`config.mk`:
```
export PLATFORM = sky130hd
export DESIGN_NAME = ltca_top
export DESIGN_NICKNAME = d
export VERILOG_FILES = /design/src/core/ltca_pkg.sv /design/src/core/ltca_top.sv /design/src/core/ltca_capture_bank.sv
export VERILOG_INCLUDE_DIRS = /design/src /design/src/core
export SDC_FILE = /design/constraint.sdc
export NUM_CORES = 1
export LEC_CHECK = 0
export BUFFER_PORTS_ARGS = -buffer_cell sky130_fd_sc_hd__buf_4
export CAP_MARGIN = 20
export CORE_MARGIN = 4
export CORE_UTILIZATION = 54
export DETAILED_ROUTE_END_ITERATION = 7
export PLACE_DENSITY_LB_ADDON = 0.05
export SLEW_MARGIN = 20
export SYNTH_ARGS = -nofsm -noshare
export SYNTH_HDL_FRONTEND = slang
export SYNTH_SLANG_ARGS = --single-unit
```
`constraint.sdc`:
```
create_clock -name ref_clk_i -period 5.87 [get_ports ref_clk_i]
set_input_delay 0.587 -clock ref_clk_i [delete_from_list [all_inputs] [get_ports ref_clk_i]]
set_output_delay 0.587 -clock ref_clk_i [all_outputs]
set_load 0.05 [all_outputs]
```
`src/core/ltca_map.svh`:
```
// register offsets, field positions, reset values and counts for the lvds test capture block
// assumes byte addressing on the register port, 16-bit data words
`ifndef LTCA_MAP_SVH
`define LTCA_MAP_SVH

`define LTCA_ADDR_W 12
`define LTCA_DATA_W 16
`define LTCA_WORD_W 13
`define LTCA_BANKS 4
`define LTCA_CAP_DEPTH 8

// register byte offsets
`define LTCA_OFS_BANK3_FAIL 12'h756
`define LTCA_OFS_CAP0 12'h760
`define LTCA_OFS_CAP1 12'h770
`define LTCA_OFS_CAP2 12'h780
`define LTCA_OFS_CAP3 12'h790
`define LTCA_OFS_SYNC 12'h800
`define LTCA_OFS_FIFO 12'h820
`define LTCA_OFS_LANE 12'h821
`define LTCA_OFS_SYS 12'h822

// field positions
`define LTCA_FAIL_STROBE_BIT 12
`define LTCA_SYNC_STROBE_LSB 4
`define LTCA_SYNC_SYSREF_BIT 0
`define LTCA_FIFO_EMPTY_LSB 4
`define LTCA_FIFO_FULL_LSB 0
`define LTCA_LANE_CLK_LSB 4
`define LTCA_LANE_STROBE_LSB 0
`define LTCA_SYS_TRIG_BIT 2
`define LTCA_SYS_MISALIGN_BIT 1
`define LTCA_SYS_REALIGN_BIT 0

// alarm mask bit positions
`define LTCA_MASK_FIFO_BIT 7
`define LTCA_MASK_CLK_BIT 6
`define LTCA_MASK_STROBE_BIT 5
`define LTCA_MASK_TRIG_BIT 2
`define LTCA_MASK_MISALIGN_BIT 1
`define LTCA_MASK_REALIGN_BIT 0

// reset values
`define LTCA_RST_BYTE 8'h00
`define LTCA_RST_WORD 16'h0000

// clock-loss window: lvds periods observed and misses that trip the alarm
`define LTCA_CLK_WINDOW 4'h8
`define LTCA_CLK_MISS_TRIP 4'h4

`endif

```
`src/core/ltca_pkg.sv`:
```
// types shared by the lvds test capture block
// assumes ltca_map.svh is available on the include path
package ltca_pkg;

	// capture unit state per bank
	typedef enum logic [1:0] {
		LTCA_IDLE = 2'b00,
		LTCA_ARMED = 2'b01,
		LTCA_RUN = 2'b10,
		LTCA_HOLD = 2'b11
	} ltca_state_t;

	typedef logic [12:0] ltca_word_t;

endpackage : ltca_pkg

```
`src/core/ltca_top.sv`:
```
// status side of the lvds receive interface: test failure and capture, detect flags, alarms
// assumes all event inputs are single-cycle pulses synchronous to ref_clk_i
//
// Functional notes
// - bank-3 failure register: bit 12 strobe mismatch, bits 11-0 data lanes, write one clears
// - each of four banks has an eight-entry read-only capture memory of 13-bit words
// - stop-on-first-error keeps the whole failing frame, possibly several mismatches
// - captured frame stored in sample order, first sample at lowest entry
// - capture entry: bit 12 strobe, bits 11-0 data, bits 15-13 read zero
// - strobe-detected flags in sync status bits 7-4, cleared by writing one
// - all strobe-detected flags clear when strobe-alignment enable rises
// - sysref-detected in sync status bit 0, cleared by write one or enable rising
// - fifo alarms only evaluated on input data transitions, never on constant data
// - fifo almost-empty bits 7-4 and almost-full bits 3-0, one per bank
// - a bank fifo that is not enabled never raises a level alarm
// - clock-loss alarm bits 7-4 once half the edges in 8 periods are missing
// - strobe-position alarm bits 3-0 when a strobe arrives at an unexpected position
// - misplaced strobe realigns fifo input side unless strobe-realign lock is set
// - system alarm bit 2 when sysref realigns the trigger clock divider
// - system alarm bit 1 when alignment disabled and sysref arrives misaligned
// - system alarm bit 0 when sysref edge or lvds strobe realigns the clocks
// - fifo, clock-loss and strobe alarms clear singly on write one, zero leaves them
// - per-bank test-running indication high while the test is active on that bank
// - each unmasked alarm group drives the alarm output, masked groups do not
`timescale 1ns/10ps
`include "ltca_map.svh"

module ltca_top
	import ltca_pkg::*;
(
	input wire logic ref_clk_i,
	input wire logic nrst_i,
	// register port
	input wire logic [11:0] reg_addr_i,
	input wire logic reg_wr_i,
	input wire logic reg_rd_i,
	input wire logic [15:0] reg_wdata_i,
	output logic [15:0] reg_rdata_o,
	output logic reg_rvalid_o,
	// test configuration from the control registers
	input wire logic [3:0] test_enable_i,
	input wire logic continuous_test_mode_i,
	input wire logic strobe_realign_lock_i,
	input wire logic test_trigger_i,
	// per-bank lane samples, four banks packed 13 bits each
	input wire logic [3:0] frame_start_i,
	input wire logic [3:0] sample_valid_i,
	input wire logic [51:0] sample_word_i,
	input wire logic [51:0] expect_word_i,
	// detection events
	input wire logic [3:0] strobe_seen_i,
	input wire logic sysref_seen_i,
	input wire logic strobe_align_enable_i,
	input wire logic sysref_align_enable_i,
	// fifo level events
	input wire logic [3:0] fifo_enabled_i,
	input wire logic [3:0] data_transition_i,
	input wire logic [3:0] fifo_almost_empty_i,
	input wire logic [3:0] fifo_almost_full_i,
	// lane clock and strobe position
	input wire logic [3:0] bank_configured_i,
	input wire logic [3:0] lane_period_tick_i,
	input wire logic [3:0] lane_clock_edge_i,
	input wire logic [3:0] strobe_misplaced_i,
	// sysref alignment events
	input wire logic sysref_edge_i,
	input wire logic sysref_misaligned_i,
	input wire logic trigger_divider_slip_i,
	input wire logic [7:0] alarm_mask_i,
	// results
	output logic [3:0] test_running_flag_o,
	output logic [3:0] fifo_realign_o,
	output logic clocks_realign_o,
	output logic alarm_o
);

	logic rst_meta;
	logic rst_n;
	logic [12:0] bank3_mismatch_flags;
	logic [3:0] strobe_detected_flag;
	logic sysref_detected_flag;
	logic [3:0] fifo_almost_empty_alarm;
	logic [3:0] fifo_almost_full_alarm;
	logic [3:0] lane_clock_loss_alarm;
	logic [3:0] strobe_position_alarm;
	logic trigger_divider_realigned_alarm;
	logic sysref_misalignment_alarm;
	logic clocks_realigned_alarm;
	logic strobe_align_q;
	logic sysref_align_q;
	logic trigger_q;
	logic [3:0] clk_loss_set;
	logic [3:0] run_flags;
	logic [3:0] miss_done;
	logic [12:0] bank_miss [0:3];
	logic [12:0] cap_word [0:3];
	logic [2:0] rd_idx;
	logic wr_fail;
	logic wr_sync;
	logic wr_fifo;
	logic wr_lane;
	logic wr_sys;
	logic realign_now;
	logic [15:0] next_rdata;

	// set wins over clear so that an event landing on a clear is kept
	function automatic logic [12:0] ltca_w1c(input logic [12:0] cur, input logic [12:0] set,
			input logic [12:0] clr);
		ltca_w1c = (cur & ~clr) | set;
	endfunction : ltca_w1c

	// address decode for a read or write of the given offset
	function automatic logic ltca_hit(input logic [11:0] addr, input logic [11:0] ofs);
		ltca_hit = (addr == ofs);
	endfunction : ltca_hit

	// reset released through two flops; asserts at once, releases on the clock
	always_ff @(posedge ref_clk_i or negedge nrst_i) begin
		if (!nrst_i) begin
			rst_meta <= 1'b0;
			rst_n <= 1'b0;
		end else begin
			rst_meta <= 1'b1;
			rst_n <= rst_meta;
		end
	end

	assign wr_fail = reg_wr_i && ltca_hit(reg_addr_i, `LTCA_OFS_BANK3_FAIL);
	assign wr_sync = reg_wr_i && ltca_hit(reg_addr_i, `LTCA_OFS_SYNC);
	assign wr_fifo = reg_wr_i && ltca_hit(reg_addr_i, `LTCA_OFS_FIFO);
	assign wr_lane = reg_wr_i && ltca_hit(reg_addr_i, `LTCA_OFS_LANE);
	assign wr_sys = reg_wr_i && ltca_hit(reg_addr_i, `LTCA_OFS_SYS);
	assign rd_idx = reg_addr_i[3:1];

	// per-bank test engines with their capture memories
	genvar gb;
	generate
		for (gb = 0; gb < `LTCA_BANKS; gb = gb + 1) begin : g_bank
			ltca_capture_bank u_bank (
				.clk_i(ref_clk_i),
				.rst_n_i(rst_n),
				.enable_i(test_enable_i[gb]),
				.cont_i(continuous_test_mode_i),
				.trig_i(test_trigger_i),
				.frame_start_i(frame_start_i[gb]),
				.sample_valid_i(sample_valid_i[gb]),
				.sample_i(sample_word_i[gb*13 +: 13]),
				.expect_i(expect_word_i[gb*13 +: 13]),
				.rd_idx_i(rd_idx),
				.rd_word_o(cap_word[gb]),
				.running_o(run_flags[gb]),
				.frame_miss_o(bank_miss[gb]),
				.frame_done_o(miss_done[gb])
			);
		end
	endgenerate

	assign test_running_flag_o = run_flags;

	// edge history of the alignment enables and the test trigger
	always_ff @(posedge ref_clk_i or negedge rst_n) begin
		if (!rst_n) begin
			strobe_align_q <= 1'b0;
			sysref_align_q <= 1'b0;
			trigger_q <= 1'b0;
		end else begin
			strobe_align_q <= strobe_align_enable_i;
			sysref_align_q <= sysref_align_enable_i;
			trigger_q <= test_trigger_i;
		end
	end

	// bank-3 failure flags; a fresh trigger clears the previous result
	always_ff @(posedge ref_clk_i or negedge rst_n) begin
		if (!rst_n) begin
			bank3_mismatch_flags <= 13'h0000;
		end else begin
			bank3_mismatch_flags <= ltca_w1c(bank3_mismatch_flags,
				miss_done[3] ? bank_miss[3] : 13'h0000,
				(wr_fail ? reg_wdata_i[12:0] : 13'h0000)
				| {13{test_trigger_i && !trigger_q}});
		end
	end

	// synchronization detect flags, also cleared by a rising alignment enable
	always_ff @(posedge ref_clk_i or negedge rst_n) begin
		if (!rst_n) begin
			strobe_detected_flag <= 4'h0;
			sysref_detected_flag <= 1'b0;
		end else begin
			strobe_detected_flag <= 4'(ltca_w1c({9'h000, strobe_detected_flag},
				{9'h000, strobe_seen_i},
				{9'h000, (wr_sync ? reg_wdata_i[7:4] : 4'h0)
				| {4{strobe_align_enable_i && !strobe_align_q}}}));
			sysref_detected_flag <= (sysref_detected_flag
				&& !(wr_sync && reg_wdata_i[`LTCA_SYNC_SYSREF_BIT])
				&& !(sysref_align_enable_i && !sysref_align_q))
				|| sysref_seen_i;
		end
	end

	// fifo level alarms: only on a data transition and only for an enabled fifo
	always_ff @(posedge ref_clk_i or negedge rst_n) begin
		if (!rst_n) begin
			fifo_almost_empty_alarm <= 4'h0;
			fifo_almost_full_alarm <= 4'h0;
		end else begin
			fifo_almost_empty_alarm <= 4'(ltca_w1c({9'h000, fifo_almost_empty_alarm},
				{9'h000, fifo_almost_empty_i & data_transition_i & fifo_enabled_i},
				{9'h000, wr_fifo ? reg_wdata_i[7:4] : 4'h0}));
			fifo_almost_full_alarm <= 4'(ltca_w1c({9'h000, fifo_almost_full_alarm},
				{9'h000, fifo_almost_full_i & data_transition_i & fifo_enabled_i},
				{9'h000, wr_fifo ? reg_wdata_i[3:0] : 4'h0}));
		end
	end

	// clock-loss watch: count missing edges over each window of lvds periods
	genvar gc;
	generate
		for (gc = 0; gc < `LTCA_BANKS; gc = gc + 1) begin : g_clk
			logic [3:0] slot_cnt;
			logic [3:0] miss_cnt;
			logic [3:0] miss_total;
			assign miss_total = miss_cnt + {3'h0, !lane_clock_edge_i[gc]};
			always_ff @(posedge ref_clk_i or negedge rst_n) begin
				if (!rst_n) begin
					slot_cnt <= 4'h0;
					miss_cnt <= 4'h0;
					clk_loss_set[gc] <= 1'b0;
				end else begin
					clk_loss_set[gc] <= 1'b0;
					if (!bank_configured_i[gc]) begin
						slot_cnt <= 4'h0;
						miss_cnt <= 4'h0;
					end else if (lane_period_tick_i[gc]) begin
						if (slot_cnt == `LTCA_CLK_WINDOW - 4'h1) begin
							slot_cnt <= 4'h0;
							miss_cnt <= 4'h0;
							clk_loss_set[gc] <= (miss_total >= `LTCA_CLK_MISS_TRIP);
						end else begin
							slot_cnt <= slot_cnt + 4'h1;
							miss_cnt <= miss_total;
						end
					end
				end
			end
		end
	endgenerate

	// lane clock-loss and strobe-position alarms
	always_ff @(posedge ref_clk_i or negedge rst_n) begin
		if (!rst_n) begin
			lane_clock_loss_alarm <= 4'h0;
			strobe_position_alarm <= 4'h0;
		end else begin
			lane_clock_loss_alarm <= 4'(ltca_w1c({9'h000, lane_clock_loss_alarm},
				{9'h000, clk_loss_set},
				{9'h000, wr_lane ? reg_wdata_i[7:4] : 4'h0}));
			strobe_position_alarm <= 4'(ltca_w1c({9'h000, strobe_position_alarm},
				{9'h000, strobe_misplaced_i},
				{9'h000, wr_lane ? reg_wdata_i[3:0] : 4'h0}));
		end
	end

	// a misplaced strobe realigns the fifo input unless the realign lock is on
	always_ff @(posedge ref_clk_i or negedge rst_n) begin
		if (!rst_n) begin
			fifo_realign_o <= 4'h0;
		end else begin
			fifo_realign_o <= strobe_misplaced_i & {4{!strobe_realign_lock_i}};
		end
	end

	// clocks realign on an enabled sysref edge at the wrong phase, or on a strobe realign
	assign realign_now = (sysref_edge_i && sysref_align_enable_i && sysref_misaligned_i)
		|| ((strobe_misplaced_i & {4{!strobe_realign_lock_i}}) != 4'h0);

	// system alignment alarms
	always_ff @(posedge ref_clk_i or negedge rst_n) begin
		if (!rst_n) begin
			trigger_divider_realigned_alarm <= 1'b0;
			sysref_misalignment_alarm <= 1'b0;
			clocks_realigned_alarm <= 1'b0;
			clocks_realign_o <= 1'b0;
		end else begin
			clocks_realign_o <= realign_now;
			trigger_divider_realigned_alarm <= (trigger_divider_realigned_alarm
				&& !(wr_sys && reg_wdata_i[`LTCA_SYS_TRIG_BIT]))
				|| (sysref_edge_i && trigger_divider_slip_i);
			sysref_misalignment_alarm <= (sysref_misalignment_alarm
				&& !(wr_sys && reg_wdata_i[`LTCA_SYS_MISALIGN_BIT]))
				|| (sysref_edge_i && sysref_misaligned_i && !sysref_align_enable_i);
			clocks_realigned_alarm <= (clocks_realigned_alarm
				&& !(wr_sys && reg_wdata_i[`LTCA_SYS_REALIGN_BIT]))
				|| realign_now;
		end
	end

	// combined alarm output; each group is gated by its own mask bit
	always_ff @(posedge ref_clk_i or negedge rst_n) begin
		if (!rst_n) begin
			alarm_o <= 1'b0;
		end else begin
			alarm_o <= ((fifo_almost_empty_alarm | fifo_almost_full_alarm) != 4'h0
					&& !alarm_mask_i[`LTCA_MASK_FIFO_BIT])
				|| (lane_clock_loss_alarm != 4'h0 && !alarm_mask_i[`LTCA_MASK_CLK_BIT])
				|| (strobe_position_alarm != 4'h0 && !alarm_mask_i[`LTCA_MASK_STROBE_BIT])
				|| (trigger_divider_realigned_alarm && !alarm_mask_i[`LTCA_MASK_TRIG_BIT])
				|| (sysref_misalignment_alarm && !alarm_mask_i[`LTCA_MASK_MISALIGN_BIT])
				|| (clocks_realigned_alarm && !alarm_mask_i[`LTCA_MASK_REALIGN_BIT]);
		end
	end

	// read mux; capture words are 16-bit entries at even offsets, unmapped reads give zero
	always_comb begin
		next_rdata = `LTCA_RST_WORD;
		case (reg_addr_i[11:4])
			8'h76: next_rdata = {3'h0, cap_word[0]};
			8'h77: next_rdata = {3'h0, cap_word[1]};
			8'h78: next_rdata = {3'h0, cap_word[2]};
			8'h79: next_rdata = {3'h0, cap_word[3]};
			default: next_rdata = `LTCA_RST_WORD;
		endcase
		if (reg_addr_i[0]) next_rdata = `LTCA_RST_WORD;
		if (ltca_hit(reg_addr_i, `LTCA_OFS_BANK3_FAIL)) begin
			next_rdata = {3'h0, bank3_mismatch_flags};
		end
		if (ltca_hit(reg_addr_i, `LTCA_OFS_SYNC)) begin
			next_rdata = {8'h00, strobe_detected_flag, 3'h0, sysref_detected_flag};
		end
		if (ltca_hit(reg_addr_i, `LTCA_OFS_FIFO)) begin
			next_rdata = {8'h00, fifo_almost_empty_alarm, fifo_almost_full_alarm};
		end
		if (ltca_hit(reg_addr_i, `LTCA_OFS_LANE)) begin
			next_rdata = {8'h00, lane_clock_loss_alarm, strobe_position_alarm};
		end
		if (ltca_hit(reg_addr_i, `LTCA_OFS_SYS)) begin
			next_rdata = {8'h00, 5'h00, trigger_divider_realigned_alarm,
				sysref_misalignment_alarm, clocks_realigned_alarm};
		end
	end

	// read data registered one cycle after the strobe; reading during a run is not blocked
	always_ff @(posedge ref_clk_i or negedge rst_n) begin
		if (!rst_n) begin
			reg_rdata_o <= `LTCA_RST_WORD;
			reg_rvalid_o <= 1'b0;
		end else begin
			reg_rvalid_o <= reg_rd_i;
			if (reg_rd_i) begin
				reg_rdata_o <= next_rdata; // caller must read only when not running
			end
		end
	end

endmodule : ltca_top

```
`src/core/ltca_capture_bank.sv`:
```
// one bank's interface-test engine: frame compare, 8-word capture memory, run flag
// assumes sample, expected word and frame start arrive synchronous to ref_clk_i
`timescale 1ns/10ps
`include "ltca_map.svh"

module ltca_capture_bank
	import ltca_pkg::*;
(
	input wire logic clk_i,
	input wire logic rst_n_i,
	input wire logic enable_i,
	input wire logic cont_i,
	input wire logic trig_i,
	input wire logic frame_start_i,
	input wire logic sample_valid_i,
	input wire ltca_word_t sample_i,
	input wire ltca_word_t expect_i,
	input wire logic [2:0] rd_idx_i,
	output ltca_word_t rd_word_o,
	output logic running_o,
	output ltca_word_t frame_miss_o,
	output logic frame_done_o
);

	ltca_state_t state;
	ltca_state_t next_state;
	ltca_word_t cap_mem [0:`LTCA_CAP_DEPTH-1];
	ltca_word_t acc_miss;
	logic [2:0] idx;
	logic [2:0] cur_idx;
	logic last_sample;
	logic take;

	// frame start always marks sample 0
	assign cur_idx = frame_start_i ? 3'h0 : idx;
	assign take = sample_valid_i && ((state == LTCA_RUN)
		|| (state == LTCA_ARMED && frame_start_i));
	assign last_sample = take && (cur_idx == 3'h7);
	assign rd_word_o = cap_mem[rd_idx_i];

	// sample index within the frame
	always_ff @(posedge clk_i or negedge rst_n_i) begin
		if (!rst_n_i) begin
			idx <= 3'h0;
		end else if (sample_valid_i) begin
			idx <= cur_idx + 3'h1;
		end
	end

	// capture in sample order, first sample at entry 0; no write outside run keeps the frame
	always_ff @(posedge clk_i) begin
		if (take) begin
			cap_mem[cur_idx] <= sample_i;
		end
	end

	// mismatch accumulated across one frame, reported at its last sample
	always_ff @(posedge clk_i or negedge rst_n_i) begin
		if (!rst_n_i) begin
			acc_miss <= 13'h0000;
			frame_miss_o <= 13'h0000;
			frame_done_o <= 1'b0;
		end else begin
			frame_done_o <= last_sample;
			if (take) begin
				acc_miss <= (frame_start_i ? 13'h0000 : acc_miss) | (sample_i ^ expect_i);
			end
			if (last_sample) begin
				frame_miss_o <= acc_miss | (sample_i ^ expect_i);
			end
		end
	end

	// run control: arm on trigger, start on a frame boundary, hold the failing frame
	always_comb begin
		next_state = state;
		case (state)
			LTCA_IDLE: begin
				if (trig_i && enable_i) next_state = LTCA_ARMED;
			end
			LTCA_ARMED: begin
				if (!trig_i || !enable_i) next_state = LTCA_IDLE;
				else if (frame_start_i && sample_valid_i) next_state = LTCA_RUN;
			end
			LTCA_RUN: begin
				if (!trig_i || !enable_i) begin
					next_state = LTCA_IDLE;
				end else if (last_sample && !cont_i && ((acc_miss | (sample_i ^ expect_i)) != 13'h0000)) begin
					next_state = LTCA_HOLD;
				end
			end
			LTCA_HOLD: begin
				if (!trig_i) next_state = LTCA_IDLE;
			end
			default: next_state = LTCA_IDLE;
		endcase
	end

	// state register; running follows the state the test is entering
	always_ff @(posedge clk_i or negedge rst_n_i) begin
		if (!rst_n_i) begin
			state <= LTCA_IDLE;
			running_o <= 1'b0;
		end else begin
			state <= next_state;
			running_o <= (next_state == LTCA_RUN) || (next_state == LTCA_ARMED);
		end
	end

endmodule : ltca_capture_bank

```
==> results of run 1 <==
==> per-stage QoR <==
| step | power (mW) | area [um2] | setup WS, ns |
|---|---|---|---|
| detailed placement | 5.829 | 27660 | 2.209 |
| floorplan | 5.449 | 25190 | 0.2434 |
| CTS | 9.553 | 29590 | 2.846 |
| global placement | 5.801 | 27660 | 2.272 |
| global route | 9.835 | 29590 | 2.809 |
| finish | 9.459 | 29590 | 2.801 |
==> path summary, 6_finish.rpt <==
kind                                           startpoint                            to  slack [ns]  cells past startpoint
max reg2reg                g_bank[0].u_bank.cap_mem[7][5]                reg_rdata_o[5]        3.26                      5
max in group asynchronous                           rst_n  g_bank[2].u_bank.acc_miss[0]        4.27                      1
min in group asynchronous                          nrst_i                         rst_n        0.31                      2
min                                 strobe_align_enable_i                strobe_align_q        0.09                      1
max                                         reg_addr_i[3]                reg_rdata_o[5]        2.80                      6
min reg2reg                                         rst_n     g_bank[0].u_bank.state[1]        0.34                      0
==> cell usage after synthesis (5+ instances only) <==
library cell / number
o211ai_1: 7
nor4b_1: 6
and2_1: 9
a21o_1: 14
ha_1: 20
nand4_1: 20
and4_1: 9
a22oi_1: 23
a22o_1: 29
mux4_2: 107
o31ai_1: 6
a311oi_1: 5
and3_1: 15
nand2b_1: 21
nand3b_1: 7
a21boi_0: 5
buf_2: 23
clkbuf_1: 32
buf_4: 10
a32o_1: 21
a31oi_1: 8
a31o_2: 5
xnor2_1: 44
o22ai_1: 9
inv_1: 24
xor2_1: 24
mux2_2: 9
nand3_1: 28
nor3_1: 12
nor4_1: 38
mux2i_1: 19
nor2_1: 38
edfxtp_1: 416
dfrtp_1: 188
a21oi_1: 21
nor2b_1: 35
nand2_1: 131
o21ai_0: 84
==> metal layers <==
metal	track usage	vias to the layer above	share of wire
li1	-	6746	-
met1	0.3453	7694	0.43
met2	0.3956	534	0.49
met3	0.03722	90	0.061
met4	0.06801	0	0.024
met5	0	-	0
==> kinds of logic after synthesis <==
group	count (synthesis)	share of synthesized area
and+or+nand+nor	394	0.08421
other	2	0.0002982
AOI/OAI and AO/OA	266	0.07447
adders and majority gates	20	0.009936
xor gates and xnor gates	68	0.02365
muxes	135	0.1073
DFF	604	0.6828
buffers and inverters	93	0.01739
==> state kept, by name, summed over array words and instances, names as in the netlist, 8 cells and up <==
signal / count
g_bank.u_bank.cap_mem: 416
g_bank.u_bank.acc_miss: 52
g_clk.miss_cnt: 16
g_clk.slot_cnt: 16
bank3_mismatch_flags: 13
g_bank.u_bank.frame_miss_o: 13
reg_rdata_o: 13
g_bank.u_bank.idx: 12
g_bank.u_bank.state: 8
==> cell type report <==
class | instances | area (um2) | area share
repair buffers | 251 | 1928 | 0.06515
clock buffers | 71 | 1564 | 0.05285
flip-flops and latches | 604 | 17200 | 0.5812
diodes | 1 | 2.502 | 0.00008456
inverters | 25 | 93.84 | 0.003171
clock inverters | 43 | 357.8 | 0.01209
multi-input cells | 887 | 7697 | 0.2601
well taps | 600 | 750.7 | 0.02537
==> power by group <==
part           internal (mW)  total [mW]  switching (mW)
logic                  0.356       0.821           0.465
registers               4.77        4.92           0.143
clock network           2.12        3.72            1.60
total                   7.25        9.46            2.21
==> impl_metrics.py, run 1 <==
metrics = {
    "place": {
        "gp_congestion": 0.8945,
        "numPortBuffers": 219,
        "dp.cells": 2366,
        "dp_hpwl_mm": 42.01,
    },
    "sta": {
        "rsz0062_at_grt": "false",
        "setup-tns-final_ns": 0,
        "finalCritPeriodShare": 0.5228,
        "hold_viol_final": 0,
        "fmax_mhz": 325.9,
        "post-route-min-period_ns": 3.069,
        "worstMarginPinSlew_ns": 1.081,
        "drv_slew": 0,
        "slew_headroom": 0.2604,
        "setup_violations": 0,
        "holdWs_ns": 0.09144,
        "skew_ns": 0.01589,
    },
    "worst_setup_path": {
        "critPathMaxFanout": 20,
        "worst-setup-path-type": "in2reg",
        "critPathTopFamily": "compound AO/OA/AOI/OAI gates",
        "crit_required_ns": 6.33,
        "startpoint_type": "input pin",
        "critPathBufInv": 2,
        "cp_cell_sequence": "buf_4, clkinv_1, mux2i_1, o32ai_1, a2111oi_0, o21ai_0",
        "crit_path_end_kind": "flip-flop",
        "cpPeakStageDelay_ns": 0.93,
        "slowest_stage": "a2111oi_0",
        "arrival_ns": 3.53,
    },
    "cts": {
        "clkSlewWorstSetupHoldPaths_ns": 0.06,
        "numCtsBuffers": 61,
        "cts_root_buf": "clkbuf_16",
        "htreeDepth": 2,
        "cts_sinks": 604,
        "post_cts_buffers": 0,
        "post_cts_resized": 0,
        "clock_latency_ns": 0.62,
        "cts_tree": "done",
        "cts_hold_buf": 1,
        "clk_path_buf_depth": 3,
    },
    "routing": {
        "num_vias": 15064,
        "drt_iter0_drc": 1518,
        "wl_mm": 60.66,
        "drc_errors": 0,
        "postRouteAntennaNets": 0,
        "wl_per_cell_um": 24.44,
        "routed_via_density": 6.069,
        "drtPass1Iterations": 7,
    },
    "finish": {
        "final_util": 0.6466,
        "area_delta_synth_final_pct": 17.51,
        "final_common_cell": "edfxtp_1",
        "drive_gt1_frac": 0.2610,
        "nFillCells": 3311,
        "final_cell_mix": "416 x edfxtp_1, 246 x buf_4, 187 x dfrtp_1, 131 x nand2_1, 107 x mux4_2",
        "finalNetCount": 2051,
        "fin_cells": 2482,
    },
    "global_route": {
        "grt_pass1_wl_mm": 92.69,
        "grt_pass1_vias": 15509,
        "grt_overflow": 0,
        "antenna_found_initial": 2,
        "grt_usage": 0.2420,
        "grt_max_degree": 149,
    },
    "min_path": {
        "hold_class": "in2reg",
    },
    "yosys": {
        "synth_ff_type": "edfxtp_1",
        "syn-cell-area_um2": 25190,
        "netlist_instances": 1582,
        "ys_seq_elements": 604,
        "synth-edff-count": 416,
        "synthArstFlopShare": 0.3113,
        "yosys_warnings": 0,
        "yosysTopAreaCellShare": 0.4960,
        "yosys-top-cells-area": "edfxtp_1 50%, dfrtp_1 19%, mux4_2 9.6%",
        "yosysTopAreaCell": "edfxtp_1",
        "synth.distinct_cells": 72,
        "synth_area_per_cell_um2": 15.92,
        "seq_area_frac_synth": 0.6828,
    },
    "floorplanning": {
        "die_w_um": 224.0,
        "die_area_um2": 50160,
        "die_h_um": 224.0,
        "fp.coreArea_um2": 45770,
        "std_cell_rows": 78,
        "start_util": 0.5502,
        "ios": 228,
    },
    "power_and_ir_drop": {
        "p_leak_nw": 10.94,
        "irDropWorstVdd_mv": 0.2299,
        "power_density_nw_per_um2": 319.6,
    },
    "run": {
        "cap_viol_max_count": 0,
    },
    "outcome": {
        "outcome": "finished, final reports clean",
    },
}
No activity file was read; power rests on OpenSTA's default activity.
==> inputs of run 2 (changes only) <==
--- a/config.mk
+++ b/config.mk
@@ -6,6 +6,7 @@
 export SDC_FILE = /design/constraint.sdc
 export NUM_CORES = 1
 export LEC_CHECK = 0
+export ABC_AREA = 1
 export BUFFER_PORTS_ARGS = -buffer_cell sky130_fd_sc_hd__buf_4
 export CAP_MARGIN = 20
 export CORE_MARGIN = 4
==> constraint.sdc (replaced) <==
create_clock -name ref_clk_i -period 2.8 [get_ports ref_clk_i]
set_input_delay 0.28 -clock ref_clk_i [delete_from_list [all_inputs] [get_ports ref_clk_i]]
set_output_delay 0.28 -clock ref_clk_i [all_outputs]
set_load 0.05 [all_outputs]
==> run 2 against run 1 <==
Against the previous run:
- clock power increased by 120%
- area after synthesis rose by 4.1%
- global-route usage increased by 2.2 points
- flip-flop and latch count unchanged
- hold slack worse by 0.069 ns
- clock skew down 0.0025 ns
- core utilization grew 2.7 points
- non-clock buffer count up 171
- largest cell class unchanged
- largest power group unchanged
==> impl_metrics.py, run 2 <==
metrics = {
    "yosys": {
        "syn-cell-area_um2": 26230,
        "synth.most_common_cell": "nor2_1",
        "yosys-top-cells-area": "edfxtp_1 48%, dfrtp_1 18%, nor2_1 6.4%",
        "synth-edff-count": 416,
        "seq_area_frac_synth": 0.6556,
        "netlist_instances": 2541,
        "ys_seq_elements": 604,
        "synth_ff_type": "edfxtp_1",
        "ys_top_cells_by_count": "448 x nor2_1, 416 x edfxtp_1, 391 x nand2_1, 288 x o21ai_0, 231 x inv_1",
        "synth_area_per_cell_um2": 10.32,
        "yosysTopAreaCell": "edfxtp_1",
        "yosysTopAreaCellShare": 0.4763,
        "synth.distinct_cells": 42,
        "synthArstFlopShare": 0.3113,
        "yosys_warnings": 0,
    },
    "worst_setup_path": {
        "startpoint_type": "flip-flop",
        "critPathMostFrequentCell": "inv_1",
        "cpPeakStageDelay_ns": 0.57,
        "cp_cell_sequence": "nor2_1, inv_1, o21ai_0, inv_1, nor4_2, buf_4",
        "critPathTopFamily": "buffers and inverters",
        "critPathMaxFanout": 14,
        "worst-setup-path-type": "reg2reg",
        "slowest_stage": "o21ai_0",
        "arrival_ns": 2.83,
        "crit_required_ns": 3.10,
        "crit_path_end_kind": "flip-flop",
        "critPathBufInv": 3,
    },
    "sta": {
        "slew_headroom": 0.4373,
        "post-route-min-period_ns": 2.533,
        "skew_ns": 0.01339,
        "hold_viol_final": 0,
        "drv_slew": 0,
        "fmax_mhz": 394.8,
        "finalCritPeriodShare": 0.9046,
        "worstMarginPinSlew_ns": 0.8431,
        "setup_violations": 0,
        "rsz0062_at_grt": "false",
        "setup-tns-final_ns": 0,
    },
    "floorplanning": {
        "ios": 228,
        "fp.coreArea_um2": 47850,
        "die_h_um": 228.4,
        "die_area_um2": 52160,
        "die_w_um": 228.4,
        "std_cell_rows": 80,
        "start_util": 0.5482,
    },
    "global_route": {
        "grt_usage": 0.2641,
        "grt_max_degree": 71,
        "antenna_found_initial": 0,
        "grt_pass1_wl_mm": 109.7,
        "grt_pass1_vias": 19813,
        "grt_overflow": 0,
    },
    "finish": {
        "final_util": 0.6731,
        "finalNetCount": 3145,
        "regMostFlops": "g_bank.u_bank.cap_mem",
        "final_common_cell": "nor2_1",
        "area_delta_synth_final_pct": 22.79,
        "final_cell_mix": "447 x nor2_1, 416 x edfxtp_1, 391 x nand2_1, 288 x o21ai_0, 268 x buf_4",
        "reg_top3": "g_bank.u_bank.cap_mem x416, g_bank.u_bank.acc_miss x52",
        "drive_gt1_frac": 0.1329,
        "largest_reg_flops": 416,
        "nFillCells": 3587,
    },
    "routing": {
        "wl_per_cell_um": 19.34,
        "num_vias": 19797,
        "postRouteAntennaNets": 0,
        "drtPass1Iterations": 6,
        "wl_mm": 69.40,
        "drc_errors": 0,
        "routed_via_density": 5.516,
        "drt_iter0_drc": 1837,
    },
    "power_and_ir_drop": {
        "p_leak_nw": 13.42,
        "irDropWorstVdd_mv": 0.4948,
        "p_comb_frac": 0.106,
        "clock_power_share": 0.395,
        "p_sw_mw": 4.866,
        "switching_share": 0.2373,
        "power_density_nw_per_um2": 636.8,
        "sequentialPowerShare": 0.499,
        "power.internal_mw": 15.64,
    },
    "cts": {
        "cts_sinks": 604,
        "post_cts_buffers": 0,
        "numCtsBuffers": 61,
        "clkSlewWorstSetupHoldPaths_ns": 0.06,
        "htreeDepth": 2,
        "clk_path_buf_depth": 3,
        "clock_latency_ns": 0.62,
        "cts_root_buf": "clkbuf_16",
        "cts_tree": "done",
    },
    "min_path": {
        "hold_class": "in2reg",
    },
    "run": {
        "cap_viol_max_count": 0,
    },
    "place": {
        "dp_hpwl_mm": 45.28,
        "gp_congestion": 0.8825,
        "numPortBuffers": 219,
    },
    "outcome": {
        "outcome": "finished, final reports clean",
    },
}
## run 2: cell type report
cell class	count	area, um2	share of cell area
well taps	615	769.5	0.02389
multi-input cells	1596	7697	0.2390
clock buffers	94	1808	0.05614
flip-flops and latches	604	17200	0.5341
clock inverters	18	193.9	0.006022
repair buffers	422	3635	0.1129
inverters	239	899.6	0.02793
diodes	1	2.502	0.00007770
## run 2: worst paths after layout
path | startpoint | end | slack [ns] | cells after the start
hold reg to reg | rst_meta | rst_n | 0.35 | 0
setup / recovery | g_bank[2].u_bank.state[0] | g_bank[2].u_bank.cap_mem[1][7] | 0.27 | 6
max in group asynchronous | rst_n | g_bank[0].u_bank.acc_miss[10] | 1.44 | 1
setup reg to reg | g_bank[2].u_bank.state[0] | g_bank[2].u_bank.cap_mem[1][7] | 0.27 | 6
min in group asynchronous | rst_n | g_bank[2].u_bank.acc_miss[4] | 0.36 | 0
hold / removal | reg_wdata_i[11] | bank3_mismatch_flags[11] | 0.02 | 4
## run 2: cell families after synthesis
group,share of synthesized area
simple gates,0.1653
flops,0.6556
compound gates,0.09302
buf+inv,0.05414
xor+xnor,0.02170
fa+ha+maj,0.009541
other cells,0.0002863
mux,0.0003816
## run 2: per-layer routing
| layer | track usage | wire length [um] | up-vias |
|---|---|---|---|
| met5 | 0 | 0 | - |
| met4 | 0.09395 | 2458 | 0 |
| li1 | - | - | 9386 |
| met2 | 0.4358 | 33180 | 660 |
| met1 | 0.3650 | 29920 | 9601 |
| met3 | 0.03440 | 3849 | 150 |
## run 2: power groups by stage
stage	combinational (mW)	sequential (mW)	clock, mW
finish	2.17	10.2	8.10
global route	2.43	10.3	8.63
CTS	2.16	10.2	8.23
detailed placement	1.98	10.4	0
global placement	1.92	10.4	0
floorplan	1.14	10.4	0
## run 2: timing repair
item	in CTS	in global routing
hold buffers	145	0
setup endpoints to repair	0	5
endpoints found under the hold margin	534	0
resized for setup	0	1
## run 2: worst register-to-register path, stage by stage, from the launching register on
cell and delay [ns]:
dfrtp_1 0.42, nor2_1 0.17, inv_1 0.05, o21ai_0 0.57
inv_1 0.45, nor4_2 0.26, buf_4 0.29
## run 2: per-stage QoR
step | hold slack [ns] | cells | worst slack, ns | total power [mW] | cell area, um2
6_report | 0.02258 | 3589 | 0.2672 | 20.51 | 32210
3_3_place_gp | 0.06411 | 3331 | 0.3291 | 12.31 | 28750
5_1_grt | 0.008633 | 3588 | 0.01420 | 21.34 | 32200
3_5_place_dp | 0.06489 | 3331 | 0.3071 | 12.40 | 28750
2_1_floorplan | -0.01559 | 2543 | -0.1433 | 11.56 | 26260
4_1_cts | 0.001595 | 3588 | 0.3045 | 20.62 | 32200
==> inputs of run 3 (changes only) <==
--- a/config.mk
+++ b/config.mk
@@ -6,7 +6,6 @@
 export SDC_FILE = /design/constraint.sdc
 export NUM_CORES = 1
 export LEC_CHECK = 0
-export ABC_AREA = 1
 export BUFFER_PORTS_ARGS = -buffer_cell sky130_fd_sc_hd__buf_4
 export CAP_MARGIN = 20
 export CORE_MARGIN = 4
==> run 3 against run 2 <==
Against the previous run:
- wire length decreased by 9.6%
- first-iteration DRC count decreased by 30%
- power decreased by 2.7%
- cell count decreased by 26%
- register-to-register slack improved by 0.30 ns
- setup slack improved by 0.25 ns
- non-clock buffer count decreased by 6
- sequential share of layout area increased by 1.7 points
- combinational power decreased by 12%
- largest power group unchanged
==> impl_metrics.py, run 3 (synthesis gave the netlist of run 1 again) <==
metrics = {
    "outcome": {
        "outcome": "finished, final reports clean",
    },
    "floorplanning": {
        "die_h_um": 224.0,
        "std_cell_rows": 78,
        "die_area_um2": 50160,
        "start_util": 0.5502,
        "fp.coreArea_um2": 45770,
        "die_w_um": 224.0,
        "ios": 228,
    },
    "finish": {
        "regMostFlops": "g_bank.u_bank.cap_mem",
        "reg_top3": "g_bank.u_bank.cap_mem x416, g_bank.u_bank.acc_miss x52",
        "final_common_cell": "edfxtp_1",
        "finalNetCount": 2215,
        "final_cell_mix": "416 x edfxtp_1, 279 x buf_4, 187 x dfrtp_1, 131 x nand2_1, 128 x dlygate4sd3_1",
        "antennaDiodeCount": 0,
        "nFillCells": 3160,
        "drive_gt1_frac": 0.2570,
        "area_delta_synth_final_pct": 23.84,
        "largest_reg_flops": 416,
        "finish.instance_area_um2": 31190,
    },
    "worst_setup_path": {
        "cp-endpoint": "fifo_almost_empty_alarm[2]",
        "slowest_stage": "or4b_1",
        "r2r_start": "lane_clock_loss_alarm[3]",
        "crit_required_ns": 3.28,
        "ff2ff_setup_slack_ns": 0.57,
        "r2r_cells": 4,
        "r2r-end": "alarm_o",
        "worst-setup-path-type": "in2reg",
        "crit_path_end_kind": "flip-flop",
        "cpPeakStageDelay_ns": 0.76,
        "startpoint_type": "input pin",
        "critPathMaxFanout": 8,
        "cp-startpoint": "reg_addr_i[8]",
        "arrival_ns": 2.77,
        "cp_cell_sequence": "buf_4, or4b_1, nor4b_4, and2_1, nand2_1, a32o_1, dlygate4sd3_1",
    },
    "global_route": {
        "grt_pass1_vias": 16211,
        "grt_overflow": 0,
        "grt_pass1_wl_mm": 95.76,
        "grt_max_degree": 53,
        "grt_usage": 0.2504,
        "antenna_found_initial": 3,
    },
    "cts": {
        "post_cts_buffers": 0,
        "cts_sinks": 604,
        "clk_path_buf_depth": 3,
        "cts_tree": "done",
        "numCtsBuffers": 60,
        "clock_latency_ns": 0.62,
        "htreeDepth": 2,
        "cts_root_buf": "clkbuf_16",
        "clkSlewWorstSetupHoldPaths_ns": 0.06,
    },
    "routing": {
        "routed_via_density": 5.965,
        "postRouteAntennaNets": 0,
        "drtPass1Iterations": 7,
        "drc_errors": 0,
        "wl_per_cell_um": 23.73,
        "drt_iter0_drc": 1287,
        "wl_mm": 62.71,
        "num_vias": 15765,
    },
    "sta": {
        "setup-tns-final_ns": 0,
        "slew_headroom": 0.4953,
        "fmax_mhz": 437.9,
        "skew_ns": 0.02967,
        "post-route-min-period_ns": 2.284,
        "setup_violations": 0,
        "rsz0062_at_grt": "false",
        "drv_slew": 0,
        "hold_viol_final": 0,
        "finalCritPeriodShare": 0.8156,
        "worstMarginPinSlew_ns": 0.7492,
    },
    "place": {
        "gp_congestion": 0.8991,
        "dp_hpwl_mm": 43.17,
        "place_area_um2": 28010,
        "numPortBuffers": 219,
    },
    "power_and_ir_drop": {
        "power_density_nw_per_um2": 639.6,
        "p_leak_nw": 11.63,
        "irDropWorstVdd_mv": 0.4690,
    },
    "min_path": {
        "hold_class": "in2reg",
        "hp-start": "expect_word_i[9]",
    },
    "run": {
        "cap_viol_max_count": 0,
    },
}
-- run 3: cell types whose count changed in the layout (fill, tap and decap cells not counted), sizes merged, moves of 102 or more --
cell | before | now
nor2 | 450 | 39
nand2 | 392 | 131
inv | 236 | 25
o21ai | 339 | 84
mux4 | 0 | 107
nand3 | 130 | 28
-- run 3: repair_timing --
item / in CTS / in global routing
endpoints found under the hold margin: 491 / 0
hold buffers: 128 / 0
resized for setup: 0 / 0
-- run 3: power breakdown --
group | internal, mW | switching, mW
Combinational | 0.883 | 1.02
Sequential | 10.0 | 0.307
Clock | 4.47 | 3.26
Total | 15.4 | 4.59
-- run 3: layer usage --
| metal | up-vias | global-route usage | routed length, um |
|---|---|---|---|
| met5 | - | 0 | 0 |
| li1 | 7080 | - | - |
| met1 | 8073 | 0.3414 | 25670 |
| met3 | 100 | 0.04534 | 4164 |
| met4 | 0 | 0.08590 | 2018 |
| met2 | 512 | 0.4134 | 30860 |
-- run 3: how the worst min path moves through the flow --
stage                                   end  slack (ns)  cells after the start
4_1_cts        g_bank[2].u_bank.acc_miss[3]      0.0002                      3
5_1_grt        g_bank[1].u_bank.acc_miss[9]        0.01                      3
2_1_floorplan                      rst_meta       -0.02                      0
3_5_place_dp                       rst_meta        0.06                      1
3_3_place_gp                       rst_meta        0.06                      1
6_report       g_bank[0].u_bank.acc_miss[9]        0.02                      3
-- run 3: critical path: cells and delay by family --
family / cells / cell delay [ns]
AO/OA/AOI/OAI: 1 / 0.21
buffers and inverters: 2 / 0.67
AND/OR/NAND/NOR: 4 / 1.61
-- run 3: area by class of cell --
cell class	instances	area [um2]	share of cell area
Clock inverter	33	300.3	0.009628
Sequential cell	604	17200	0.5515
Clock buffer	78	1599	0.05127
Multi-Input combinational cell	887	7697	0.2468
Timing Repair Buffer	416	3547	0.1137
Inverter	25	93.84	0.003009
Tap cell	600	750.7	0.02407
-- run 3: metrics by stage --
stage / instances / hold WS (ns) / power, mW / setup slack [ns] / util
detailed placement: 2404 / 0.06454 / 12.27 / 0.1299 / 0.6119
global route: 2643 / 0.01140 / 20.74 / 0.4784 / 0.6814
floorplan: 1584 / -0.01559 / 11.42 / 0.01489 / -
global placement: 2404 / 0.06249 / 12.20 / 0.1755 / 0.6119
finish: 2643 / 0.01590 / 19.95 / 0.5165 / 0.6814
CTS: 2643 / 0.0002138 / 20.12 / 0.5804 / 0.6814
